## src/shared/hbr_pkg.sv

```systemverilog
package hbr_pkg;
  // word geometry
  localparam int unsigned NUM_OUT      = 12;
  localparam int unsigned NUM_PAIRS    = 6;
  localparam int unsigned FRAME_BITS   = 16;
  localparam logic [3:0]  LAST_BIT     = 4'hF;
  localparam logic [3:0]  FIRST_BIT    = 4'h0;
  // command word fields
  localparam int unsigned CMD_SRR      = 0;
  localparam int unsigned CMD_OUT_LSB  = 1;
  localparam int unsigned CMD_OUT_MSB  = 12;
  localparam int unsigned CMD_OCD_EN   = 13;
  localparam int unsigned CMD_ULD_EN   = 14;
  localparam int unsigned CMD_OVERVOLTAGE_SHUTDOWN_ENABLE_EN  = 15;
  // returned status word fields
  localparam int unsigned STAT_TW      = 0;
  localparam int unsigned STAT_OUT_LSB = 1;
  localparam int unsigned STAT_OUT_MSB = 12;
  localparam int unsigned STAT_OLD     = 13;
  localparam int unsigned STAT_ULD     = 14;
  localparam int unsigned STAT_PSF     = 15;
  // timing
  localparam int unsigned CLK_PERIOD_NS    = 5;
  localparam int unsigned ULD_DELAY_NS_DEF = 200000;
  // synchroniser reset levels: serial group {chip_select_n, sclk, sdi}
  localparam logic [2:0]  SPI_SYNC_RST = 3'h4;
endpackage : hbr_pkg

```

## src/rtl/pin_sync.sv

```systemverilog
`timescale 1ns/10ps
`default_nettype none
// three-stage synchroniser with agreement filter on stages two and three
module pin_sync #(
  parameter int unsigned W       = 1,
  parameter logic [W-1:0] RST_VAL = '0
) (
  input  wire logic         mclk,
  input  wire logic         rst,
  input  wire logic [W-1:0] pin,
  output logic      [W-1:0] level
);
  typedef struct packed {
    logic [W-1:0] s1;
    logic [W-1:0] s2;
    logic [W-1:0] s3;
    logic [W-1:0] q;
  } sync_s;

  sync_s st;
  sync_s next_st;

  // s1 feeds only s2; the filter looks at s2 and s3
  always_comb begin
    next_st    = st;
    next_st.s1 = pin;
    next_st.s2 = st.s1;
    next_st.s3 = st.s2;
    next_st.q  = (st.q & (st.s2 ^ st.s3)) | (st.s3 & ~(st.s2 ^ st.s3));
  end

  // constant reset so idle pins do not fake an edge at release
  always_ff @(posedge mclk or posedge rst) begin
    if (rst) begin
      st <= {RST_VAL, RST_VAL, RST_VAL, RST_VAL};
    end else begin
      st <= next_st;
    end
  end

  assign level = st.q;
endmodule : pin_sync
`default_nettype wire

```

## src/rtl/serial_frame.sv

```systemverilog
`timescale 1ns/10ps
`default_nettype none
// serial shifter: lsb first, sample on sclk fall, shift out on sclk rise
module serial_frame (
  input  wire logic        mclk,
  input  wire logic        rst,
  input  wire logic        hold,
  input  wire logic        cs_n,
  input  wire logic        sclk,
  input  wire logic        sdi,
  input  wire logic [15:0] status_word,
  output logic      [15:0] frame_word,
  output logic             frame_ok,
  output logic             sdo,
  output logic             sdo_oe
);
  import hbr_pkg::*;

  typedef struct packed {
    logic        cs_d;
    logic        sclk_d;
    logic [15:0] shreg;
    logic [3:0]  bitcnt;
    logic        got_word;
    logic [15:0] word;
    logic        ok;
    logic        sdo;
    logic        sdo_oe;
  } frame_s;

  localparam frame_s FRAME_RST = '{cs_d: 1'b1, default: '0};

  frame_s st;
  frame_s next_st;

  // edge detection on filtered levels; the shift register doubles as daisy chain path
  always_comb begin
    next_st        = st;
    next_st.ok     = 1'b0;
    next_st.cs_d   = cs_n;
    next_st.sclk_d = sclk;
    if (hold) begin
      next_st        = FRAME_RST;
      next_st.cs_d   = cs_n;
      next_st.sclk_d = sclk;
    end else if (st.cs_d && !cs_n) begin
      next_st.shreg    = status_word;
      next_st.bitcnt   = FIRST_BIT;
      next_st.got_word = 1'b0;
      next_st.sdo      = status_word[STAT_TW];
      next_st.sdo_oe   = 1'b1;
    end else if (!st.cs_d && cs_n) begin
      next_st.sdo_oe = 1'b0;
      next_st.sdo    = 1'b0;
      // whole multiples of 16 only; partial frames vanish
      if (st.bitcnt == FIRST_BIT && st.got_word) begin
        next_st.ok   = 1'b1;
        next_st.word = st.shreg;
      end
    end else if (!cs_n) begin
      if (st.sclk_d && !sclk) begin
        next_st.shreg  = {sdi, st.shreg[15:1]};
        next_st.bitcnt = 4'(st.bitcnt + 4'h1);
        if (st.bitcnt == LAST_BIT) begin
          next_st.got_word = 1'b1;
        end
      end else if (!st.sclk_d && sclk) begin
        next_st.sdo = st.shreg[0];
      end
    end
  end

  always_ff @(posedge mclk or posedge rst) begin
    if (rst) begin
      st <= FRAME_RST;
    end else begin
      st <= next_st;
    end
  end

  assign frame_word = st.word;
  assign frame_ok   = st.ok;
  assign sdo        = st.sdo;
  assign sdo_oe     = st.sdo_oe;
endmodule : serial_frame
`default_nettype wire

```

## src/rtl/hex_half_bridge_fault_control.sv

```systemverilog
// Operation
// - sleep clears all command and status state
// - outputs start off at power-up
// - logic supply reset; frames only after lockout release
// - output stays on until undervoltage, command, fault
// - state kept across driver supply range
// - overcurrent sets sticky overload bit 13
// - overcurrent enable latches output off until clear
// - no output on above over-temperature level
// - long under-load sets sticky bit 14
// - under-load enable latches offending output off
// - overvoltage sets sticky supply fail bit 15
// - overvoltage enable gates outputs, pattern kept
// - thermal warning sets bit 0, outputs stay
// - any sensor over-temperature turns all off
// - warning bit sticky until status clear
// - warning bit on serial out at cs fall
// - twelve outputs independent, no interlock
// - 16-bit frames, lsb first, falling-edge sampling
// - apply only whole multiples of 16 bits
// - status bits 1-12 mirror outputs, daisy chain
// - serial out high impedance while cs high
`timescale 1ns/10ps
`default_nettype none
module hex_half_bridge_fault_control #(
  parameter int unsigned ULD_DELAY_NS = hbr_pkg::ULD_DELAY_NS_DEF
) (
  input  wire logic                             mclk,
  input  wire logic                             rst,
  input  wire logic                             sleep_enable,
  input  wire logic                             logic_supply_ok,
  input  wire logic                             undervoltage_lockout,
  input  wire logic                             driver_supply_a_ov,
  input  wire logic                             driver_supply_b_ov,
  input  wire logic [hbr_pkg::NUM_OUT-1:0]      overcurrent,
  input  wire logic [hbr_pkg::NUM_OUT-1:0]      underload,
  input  wire logic [hbr_pkg::NUM_PAIRS-1:0]    thermal_warning,
  input  wire logic [hbr_pkg::NUM_PAIRS-1:0]    over_temperature,
  input  wire logic                             chip_select_n,
  input  wire logic                             sclk,
  input  wire logic                             sdi,
  output logic      [hbr_pkg::NUM_PAIRS-1:0]    high_side_output,
  output logic      [hbr_pkg::NUM_PAIRS-1:0]    low_side_output,
  output logic                                  sdo,
  output logic                                  sdo_oe
);
  import hbr_pkg::*;

  // under-load delay: a least time, so round up
  localparam int unsigned ULD_CYC_INT = (ULD_DELAY_NS + CLK_PERIOD_NS - 1) / CLK_PERIOD_NS;
  localparam int unsigned CW          = $clog2(ULD_CYC_INT + 1);
  localparam logic [CW-1:0] ULD_CYC   = CW'(ULD_CYC_INT);
  localparam int unsigned FAULT_W     = 5 + 2 * NUM_OUT + 2 * NUM_PAIRS;

  typedef struct packed {
    logic [NUM_OUT-1:0]         prog;
    logic                       ocd_en;
    logic                       uld_en;
    logic                       overvoltage_shutdown_enable_en;
    logic [NUM_OUT-1:0]         latched_off;
    logic                       tw;
    logic                       old;
    logic                       underload_shutdown_and_status;
    logic                       supply_fail_status;
    logic [NUM_OUT-1:0][CW-1:0] uld_cnt;
    logic [NUM_OUT-1:0]         drive;
  } ctl_s;

  ctl_s st;
  ctl_s next_st;

  // synchronised pins
  logic                 en_s;
  logic                 vcc_ok_s;
  logic                 uv_s;
  logic                 ova_s;
  logic                 ovb_s;
  logic [NUM_OUT-1:0]   oc_s;
  logic [NUM_OUT-1:0]   ul_s;
  logic [NUM_PAIRS-1:0] warn_s;
  logic [NUM_PAIRS-1:0] ot_s;
  logic                 cs_s;
  logic                 sclk_s;
  logic                 sdi_s;

  // serial side
  logic        hold;
  logic [15:0] status_word;
  logic [15:0] frame_word;
  logic        frame_ok;
  logic        clr;
  logic [NUM_OUT-1:0] uld_hit;
  logic [NUM_OUT-1:0] gate_off;

  // fault and supply pins share one synchroniser, idle level zero
  pin_sync #(
    .W       (FAULT_W),
    .RST_VAL ('0)
  ) u_fault_sync (
    .mclk  (mclk),
    .rst   (rst),
    .pin   ({sleep_enable, logic_supply_ok, undervoltage_lockout, driver_supply_a_ov,
             driver_supply_b_ov, overcurrent, underload, thermal_warning, over_temperature}),
    .level ({en_s, vcc_ok_s, uv_s, ova_s, ovb_s, oc_s, ul_s, warn_s, ot_s})
  );

  // serial pins; chip select resets high so release makes no false frame
  pin_sync #(
    .W       (3),
    .RST_VAL (SPI_SYNC_RST)
  ) u_spi_sync (
    .mclk  (mclk),
    .rst   (rst),
    .pin   ({chip_select_n, sclk, sdi}),
    .level ({cs_s, sclk_s, sdi_s})
  );

  // sleep or logic supply lockout wipes everything and blocks frames
  assign hold = !en_s || !vcc_ok_s;

  // status word mirrors live output state; built from registers only
  always_comb begin
    status_word                             = '0;
    status_word[STAT_TW]                    = st.tw;
    status_word[STAT_OUT_MSB:STAT_OUT_LSB]  = st.drive;
    status_word[STAT_OLD]                   = st.old;
    status_word[STAT_ULD]                   = st.underload_shutdown_and_status;
    status_word[STAT_PSF]                   = st.supply_fail_status;
  end

  serial_frame u_frame (
    .mclk        (mclk),
    .rst         (rst),
    .hold        (hold),
    .cs_n        (cs_s),
    .sclk        (sclk_s),
    .sdi         (sdi_s),
    .status_word (status_word),
    .frame_word  (frame_word),
    .frame_ok    (frame_ok),
    .sdo         (sdo),
    .sdo_oe      (sdo_oe)
  );

  // pick one side out of the interleaved output vector
  function automatic logic [NUM_PAIRS-1:0] side_bits(input logic [NUM_OUT-1:0] v,
                                                      input logic hi);
    logic [NUM_PAIRS-1:0] r;
    r = '0;
    for (int k = 0; k < NUM_PAIRS; k++) begin
      r[k] = v[2 * k + (hi ? 1 : 0)];
    end
    return r;
  endfunction : side_bits

  assign clr = frame_ok && frame_word[CMD_SRR];

  // fault flags, latches, under-load timers and the output gate
  always_comb begin
    next_st = st;
    uld_hit = '0;
    // under-load must persist past the delay while the output is on
    for (int i = 0; i < NUM_OUT; i++) begin
      if (st.drive[i] && ul_s[i]) begin
        if (st.uld_cnt[i] < ULD_CYC) begin
          next_st.uld_cnt[i] = CW'(st.uld_cnt[i] + 1'b1);
        end else begin
          uld_hit[i] = 1'b1;
        end
      end else begin
        next_st.uld_cnt[i] = '0;
      end
    end
    // sticky flags: a new event wins over a clear in the same cycle
    next_st.old = (st.old && !clr) || |(oc_s & st.drive);
    next_st.underload_shutdown_and_status = (st.underload_shutdown_and_status && !clr) || |uld_hit;
    next_st.supply_fail_status = (st.supply_fail_status && !clr) || ova_s || ovb_s || uv_s;
    next_st.tw  = (st.tw && !clr) || |warn_s;
    next_st.latched_off = (st.latched_off & {NUM_OUT{!clr}})
                        | (st.ocd_en ? (oc_s & st.drive) : '0)
                        | (st.uld_en ? uld_hit : '0);
    if (frame_ok) begin
      next_st.prog    = frame_word[CMD_OUT_MSB:CMD_OUT_LSB];
      next_st.ocd_en  = frame_word[CMD_OCD_EN];
      next_st.uld_en  = frame_word[CMD_ULD_EN];
      next_st.overvoltage_shutdown_enable_en = frame_word[CMD_OVERVOLTAGE_SHUTDOWN_ENABLE_EN];
    end
    // gates leave prog untouched, so outputs return on recovery
    gate_off = {NUM_OUT{uv_s
             || (|ot_s)
             || (next_st.overvoltage_shutdown_enable_en && (ova_s || ovb_s))}};
    next_st.drive = next_st.prog & ~next_st.latched_off & ~gate_off;
    if (hold) begin
      next_st = '0;
    end
  end

  // all outputs off from reset onward
  always_ff @(posedge mclk or posedge rst) begin
    if (rst) begin
      st <= '0;
    end else begin
      st <= next_st;
    end
  end

  // no interlock between the two switches of a pair; the host owns that
  assign low_side_output  = side_bits(st.drive, 1'b0);
  assign high_side_output = side_bits(st.drive, 1'b1);
endmodule : hex_half_bridge_fault_control
`default_nettype wire

```

## config.mk

```make
export PLATFORM = sky130hd
export DESIGN_NAME = hex_half_bridge_fault_control
export DESIGN_NICKNAME = d
export VERILOG_FILES = /design/src/shared/hbr_pkg.sv /design/src/rtl/pin_sync.sv /design/src/rtl/serial_frame.sv /design/src/rtl/hex_half_bridge_fault_control.sv
export SDC_FILE = /design/constraint.sdc
export NUM_CORES = 1
export LEC_CHECK = 0
export BUFFER_PORTS_ARGS = -buffer_cell sky130_fd_sc_hd__buf_2
export CORE_MARGIN = 2
export CORE_UTILIZATION = 40
export DETAILED_ROUTE_END_ITERATION = 6
export MAX_ROUTING_LAYER = met4
export PLACE_DENSITY = 0.61
export SYNTH_ARGS = -nofsm -noshare
export SYNTH_HDL_FRONTEND = slang
export SYNTH_HIERARCHICAL = 1
export SYNTH_SLANG_ARGS = --single-unit
```

## constraint.sdc

```tcl
create_clock -name mclk -period 8.1 [get_ports mclk]
set_input_delay 1.62 -clock mclk [delete_from_list [all_inputs] [get_ports mclk]]
set_output_delay 1.62 -clock mclk [all_outputs]
set_load 0.01 [all_outputs]
```

==> results.tsv, run 1 <==
metric	value	unit
hold_buf cts	0	
DR top layer	met4	
fmax	334	MHz
crit-path max FO	6	
Mapped Cells	1730	
Post-DRT Antenna Nets	0	
drt pass-1 iters	5	
CP Launch Type	register	
sequential area share after synthesis	0.589	
Primary FF master, synth	dfrtp_1	
final global-route overflow total	0	
share of power burned in registers	0.484	
Core Region	47600	µm²
slowest CP cell	dfrtp_1	
Critical Path RT	6480	ps
first-pass GRT wire length	65200	µm
Synth Register Bits	453	
Post-CTS Setup Repair Bufs	0	
PostCTS Resize Cnt	0	
Unique masters post-synth	65	
worst clock skew	17.5	ps
initial antenna violation count	0	
vias	12800	
clk root buf	clkbuf_16	
dominant cell type by area after synthesis	dfrtp_1	
met2 WL	17800	µm
Max Cap Viol	0	
CTS clk-pin slew, worst paths	60	ps
most numerous cell in the Yosys netlist	dfrtp_1	
Slew Viols, Final	0	
DP Cell Count	2281	
fin util	0.448	
post-synthesis cell area	19200	µm²
Routed met3 length	1520	µm
nets	1778	
number of vias per cell	5.39	
met1 wire length	18300	µm
# port buffers	59	
# IOs	60	
n_diodes	0	
share of total power in combinational logic	0.028	
RSZ-0062 raised after global routing	no	
crit path kind	reg2out	
1st-iter DRT viols	723	
Post-Route WL	38500	µm
largest net degree at the start of global routing	87	
Die Width	223	µm
Die Span Y	223	µm
Tcrit/Tclk final	0.370	
share of the synthesized area in the top cell type	0.583	
Final Cell Area	21400	µm²
Starting Density	0.404	
Cell Rows	80	
HP Start	u_fault_sync/next_st[97]$_DFF_PP0_	
gp weighted congestion	0.810	
Layout Area Growth over Synthesis	11.0	%
layout cell share with drive strength beyond 1	0.122	
CP Cell Sequence	buf_2	
Max Root-Sink Buffers	3	
number of CTS-inserted buffers	48	
Power per Cell Area	228	nW/µm²
asr flop ratio synth	1.00	
Skew-Pair Late Insertion Delay	570	ps
minimum clock period after layout	3000	ps
Setup Total Neg Slack	0	ps
Die Area	49900	µm²
CP max stage delay	600	ps
Pleak	8.67	nW
synth warn	6	
DRC	0	
post-route insts no fill	2368	
crit path from	high_side_output[1]$_DFF_PP0_	
top post-synthesis cells by count	dfrtp_1 (448), nor2_1 (181), nand2_1 (106), nand3_1 (88), o21ai_0 (81)	
internal power	0.00385	W
crit path DAT	1380	ps
DP Wirelength	24500	µm
Post-Syn Nets	1792	
Placed Area	19600	µm²
r2r setup slk	5160	ps
GRT Overall Usage	0.163	
H-tree levels	2	
status	completed	
Final setup viols	0	
Psw	0.00103	W
CTS tree	built	
synth top area cells	dfrtp_1 (58%), nor2_1 (3.5%), xnor2_1 (3.1%)	
Switching Fraction	0.212	
Post-Syn Area per Cell	11.1	µm²
worst-margin pin slew	1290	ps
Clock Sinks	453	
clock power share	0.488	
Min-Delay Path Class	reg2reg	
Slew headroom	0.134	
Crit. End Element	output port	
Post-synth EDFFs	0	
worst vdd ir	0.149	mV
DR WL/cell	16.2	µm
Hold WS	342	ps
Buf/Inv on CP	1	
vias in the first global route	12700	
Top delay family on crit path	flip-flops	
Fin. Hold Viols	0	
worst paths after layout:
| kind | endpoint | depth (start not counted) |
|---|---|---|
| min in group asynchronous | u_spi_sync/st[4]$_DFF_PP0_ | 2 |
| max in group asynchronous | st[198]$_DFFE_PP0P_ | 3 |
| worst max register to register | st[23]$_DFFE_PP0P_ | 7 |
| worst max-delay path | high_side_output[1] | 1 |
| worst min-delay path | u_fault_sync/next_st[56]$_DFF_PP0_ | 0 |
| worst min register to register | u_fault_sync/next_st[56]$_DFF_PP0_ | 0 |
kinds of logic after synthesis:
logic type,after synthesis,synth area share
AND/OR/NAND/NOR,580,0.148
adder cells (fa/ha/maj),60,0.0362
multiplexers,35,0.0182
XOR/XNOR,101,0.0460
flip-flops,453,0.589
buffers and inverters,174,0.0482
AO/OA/AOI/OAI,327,0.114
metal layers:
| layer | GRT usage | vias to the layer above |
|---|---|---|
| li1 | - | 6122 |
| met1 | 0.219 | 6332 |
| met2 | 0.254 | 254 |
| met3 | 0.0271 | 56 |
| met4 | 0.0540 | 0 |
| met5 | - | - |
cell type report:
class	instances	area, µm²
clock buffers	61	1330
multi-input cells	1103	6970
clock inverters	26	407
well taps	615	769
flip-flops and latches	453	11300
repair buffers	71	385
inverters	39	161
fillers	4382	26300
power by group through the flow:
stage | Sequential, W | Combinational (W) | Clock, W
2_1_floorplan | 0.00239 | 0.000129 | 0
6_report | 0.00236 | 0.000138 | 0.00238
5_1_grt | 0.00237 | 0.000157 | 0.00255
3_5_place_dp | 0.00240 | 0.000142 | 0
3_3_place_gp | 0.00240 | 0.000140 | 0
4_1_cts | 0.00236 | 0.000143 | 0.00244
flip-flops by register name, summed over array words and instances (netlist names), named ones only:
signal	count
u_frame/sdo	1
u_fault_sync/next_st	82
high_side_output	6
st	223
u_spi_sync/st	3
u_fault_sync/st	41
u_frame/sdo_oe	1
u_frame/st	23
u_frame/frame_ok	1
low_side_output	6
u_frame/frame_word	16
u_spi_sync/next_st	6
metrics by stage:
stage | setup WS [ps] | total power, W
floorplan | 33.7 | 0.00252
global placement | 4680 | 0.00254
detailed placement | 4710 | 0.00255
CTS | 5040 | 0.00495
global route | 4900 | 0.00508
finish | 5100 | 0.00488
layout by cell type, fill, tap and decap left out, types with 28 or more instances in the layout:
cell type  instances
a21oi_1           66
and3_1            38
buf_2             59
clkbuf_16         49
dfrtp_1          448
inv_1             36
maj3_2            44
mux2i_1           35
nand2_1          106
nand3_1           88
nand4_1           38
nor2_1           181
o21ai_0           81
o31ai_1           28
xnor2_1           69
xor2_1            32
(Power assumes the default switching activity.)
==> run 2, diff against run 1 <==
==> constraint.sdc (replaced) <==
create_clock -name mclk -period 2.4 [get_ports mclk]
set_input_delay 0.48 -clock mclk [delete_from_list [all_inputs] [get_ports mclk]]
set_output_delay 0.48 -clock mclk [all_outputs]
set_load 0.01 [all_outputs]
==> run 2 against run 1 <==
Wire length rose by 1.7%; critical endpoint is now st[34]$_DFFE_PP0P_; largest cell class unchanged; register-to-register slack got worse by 5100 ps; sequential share of layout area fell by 2.0 points.
==> results.tsv, run 2 (synthesized netlist as in run 1, its figures left out) <==
metric	value	unit	change
status	completed		
nets	1864		+4.8%
# port buffers	59		unchanged
number of CTS-inserted buffers	48		unchanged
reg-to-reg endpoint	st[34]$_DFFE_PP0P_		
Max Root-Sink Buffers	3		unchanged
CTS tree	built		
Post-DRT Antenna Nets	0		unchanged
Hold Path End	u_fault_sync/next_st[95]$_DFF_PP0_		
# IOs	60		unchanged
Core Region	47600	µm²	unchanged
final global-route overflow total	0		unchanged
number of vias per cell	5.33		-1.2%
initial antenna violation count	0		unchanged
Layout Area Growth over Synthesis	15.3	%	
commonest non-fill, non-tap cell in the layout	dfrtp_1		
Pleak	9.07	nW	+4.6%
fmax	430	MHz	
CTS clk-pin slew, worst paths	60	ps	about the same
Die Width	223	µm	unchanged
Fin. Hold Viols	0		unchanged
vias in the first global route	12800		+0.91%
crit path kind	reg2reg		
Crit. End Element	register		
Power per Cell Area	732	nW/µm²	+220%
Skew-Pair Late Insertion Delay	590	ps	+20 ps
CP max stage delay	530	ps	-70 ps
r2r setup slk	80	ps	-5080 ps
fin util	0.466		+0.0172
vias	13100		+2.4%
Top delay family on crit path	simple AND/OR/NAND/NOR gates		
clk root buf	clkbuf_16		
Slew Viols, Final	0		unchanged
Post-Route WL	39100	µm	+1.7%
crit path DAT	2820	ps	+1440 ps
Min-Delay Path Class	in2reg		
n_diodes	0		unchanged
Critical Path RT	2890	ps	-3590 ps
Fillers	4357		-0.57%
RR Startpoint	st[36]$_DFFE_PP0P_		
DR WL/cell	15.9	µm	-1.9%
DP Wirelength	25500	µm	+4.0%
Post-CTS Setup Repair Bufs	0		unchanged
slowest CP cell	or4_1		
Max Cap Viol	0		unchanged
Cell Rows	80		unchanged
H-tree levels	2		unchanged
1st-iter DRT viols	843		+17%
layout cell share with drive strength beyond 1	0.138		+0.0166
R2R cell count	6		-1
worst-margin pin slew	757	ps	-538 ps
largest net degree at the start of global routing	54		-38%
crit-path max FO	9		+3
Final setup viols	0		unchanged
Clock Sinks	453		unchanged
Largest Register	st		
hold depth	1		+1
worst vdd ir	0.607	mV	+310%
gp weighted congestion	0.816		+0.74%
CP Cell Sequence	or4_1, a211o_1, a2111o_1, buf_6, or3_1, a21oi_2		
Die Area	49900	µm²	unchanged
Hold WS	26.6	ps	-315 ps
first-pass GRT wire length	66000	µm	+1.2%
Slew headroom	0.494		+0.360
Die Span Y	223	µm	unchanged
Starting Density	0.404		unchanged
Tcrit/Tclk final	0.968		
worst slack, placed	-9.91	ps	-4720 ps
max reg flops	223		unchanged
drt pass-1 iters	5		unchanged
minimum clock period after layout	2320	ps	
WP depth	6		+5
GRT Overall Usage	0.166		+0.00228
DRC	0		unchanged
crit path from	st[36]$_DFFE_PP0P_		
Buf/Inv on CP	1		unchanged
fin worst setup slack	76.4	ps	-5030 ps
HP Start	underload[1]		
RSZ-0062 raised after global routing	yes		
Setup Total Neg Slack	0	ps	unchanged
worst clock skew	20.9	ps	+3.44 ps
commonest cells after routing, fill and taps aside	dfrtp_1 (448), nor2_1 (181), nand2_1 (106)		
CP Launch Type	register		
## run 2: cell types whose count changed in the layout (fill, tap and decap cells not counted), moves of 2 or more
cell           before  now
bufinv_16          10    5
buf_12              0   11
clkbuf_1            6    9
clkbuf_8            6   12
inv_6               1    3
a2111oi_1           0    4
buf_4              12   42
inv_8               2    0
clkinv_2           10    6
dlygate4sd3_1       0   44
a2111oi_0          20   16
## run 2: area by class of cell
class / count / area [µm²] / area share
clock inverter: 17 / 231 / 0.0104
multi-input combinational: 1103 / 6980 / 0.315
tap: 615 / 769 / 0.0347
sequential: 453 / 11300 / 0.511
inverter: 39 / 154 / 0.00694
timing repair buffer: 157 / 1280 / 0.0578
clock buffer: 70 / 1430 / 0.0642
## run 2: stage by stage
stage / cells / area [µm²] / power [W]
6_report: 2454 / 22200 / 0.0162
5_1_grt: 2454 / 22200 / 0.0169
4_1_cts: 2454 / 22200 / 0.0165
3_5_place_dp: 2323 / 20100 / 0.00866
3_3_place_gp: 2323 / 20100 / 0.00865
2_1_floorplan: 1730 / 19300 / 0.00850
## run 2: how the worst max path moves through the flow
stage                               endpoint  slack, ps
2_1_floorplan  high_side_output[0]$_DFF_PP0_      -1160
3_3_place_gp              st[38]$_DFFE_PP0P_         30
3_5_place_dp              st[42]$_DFFE_PP0P_        -10
4_1_cts                   st[42]$_DFFE_PP0P_         30
5_1_grt                   st[34]$_DFFE_PP0P_        -30
6_report                  st[34]$_DFFE_PP0P_         80
## run 2: timing repair
item	in CTS	in global routing
gates resized for setup	0	7
hold buffers	44	0
endpoints found under the hold margin	68	0
pin swaps	1	1
setup endpoints to repair	3	13
## run 2: metal layers
layer,GRT usage,vias to the layer above,share of wire
li1,-,6301,-
met2,0.256,247,0.46
met5,-,-,0
met3,0.0332,63,0.042
met1,0.225,6458,0.47
met4,0.0415,0,0.019
## run 2: report_power, final
part	switching (W)	leakage [nW]	total [W]	internal, W
Sequential	0.000138	5.91	0.00798	0.00784
Combinational	0.000343	2.34	0.000584	0.000241
Clock	0.00301	0.817	0.00767	0.00466
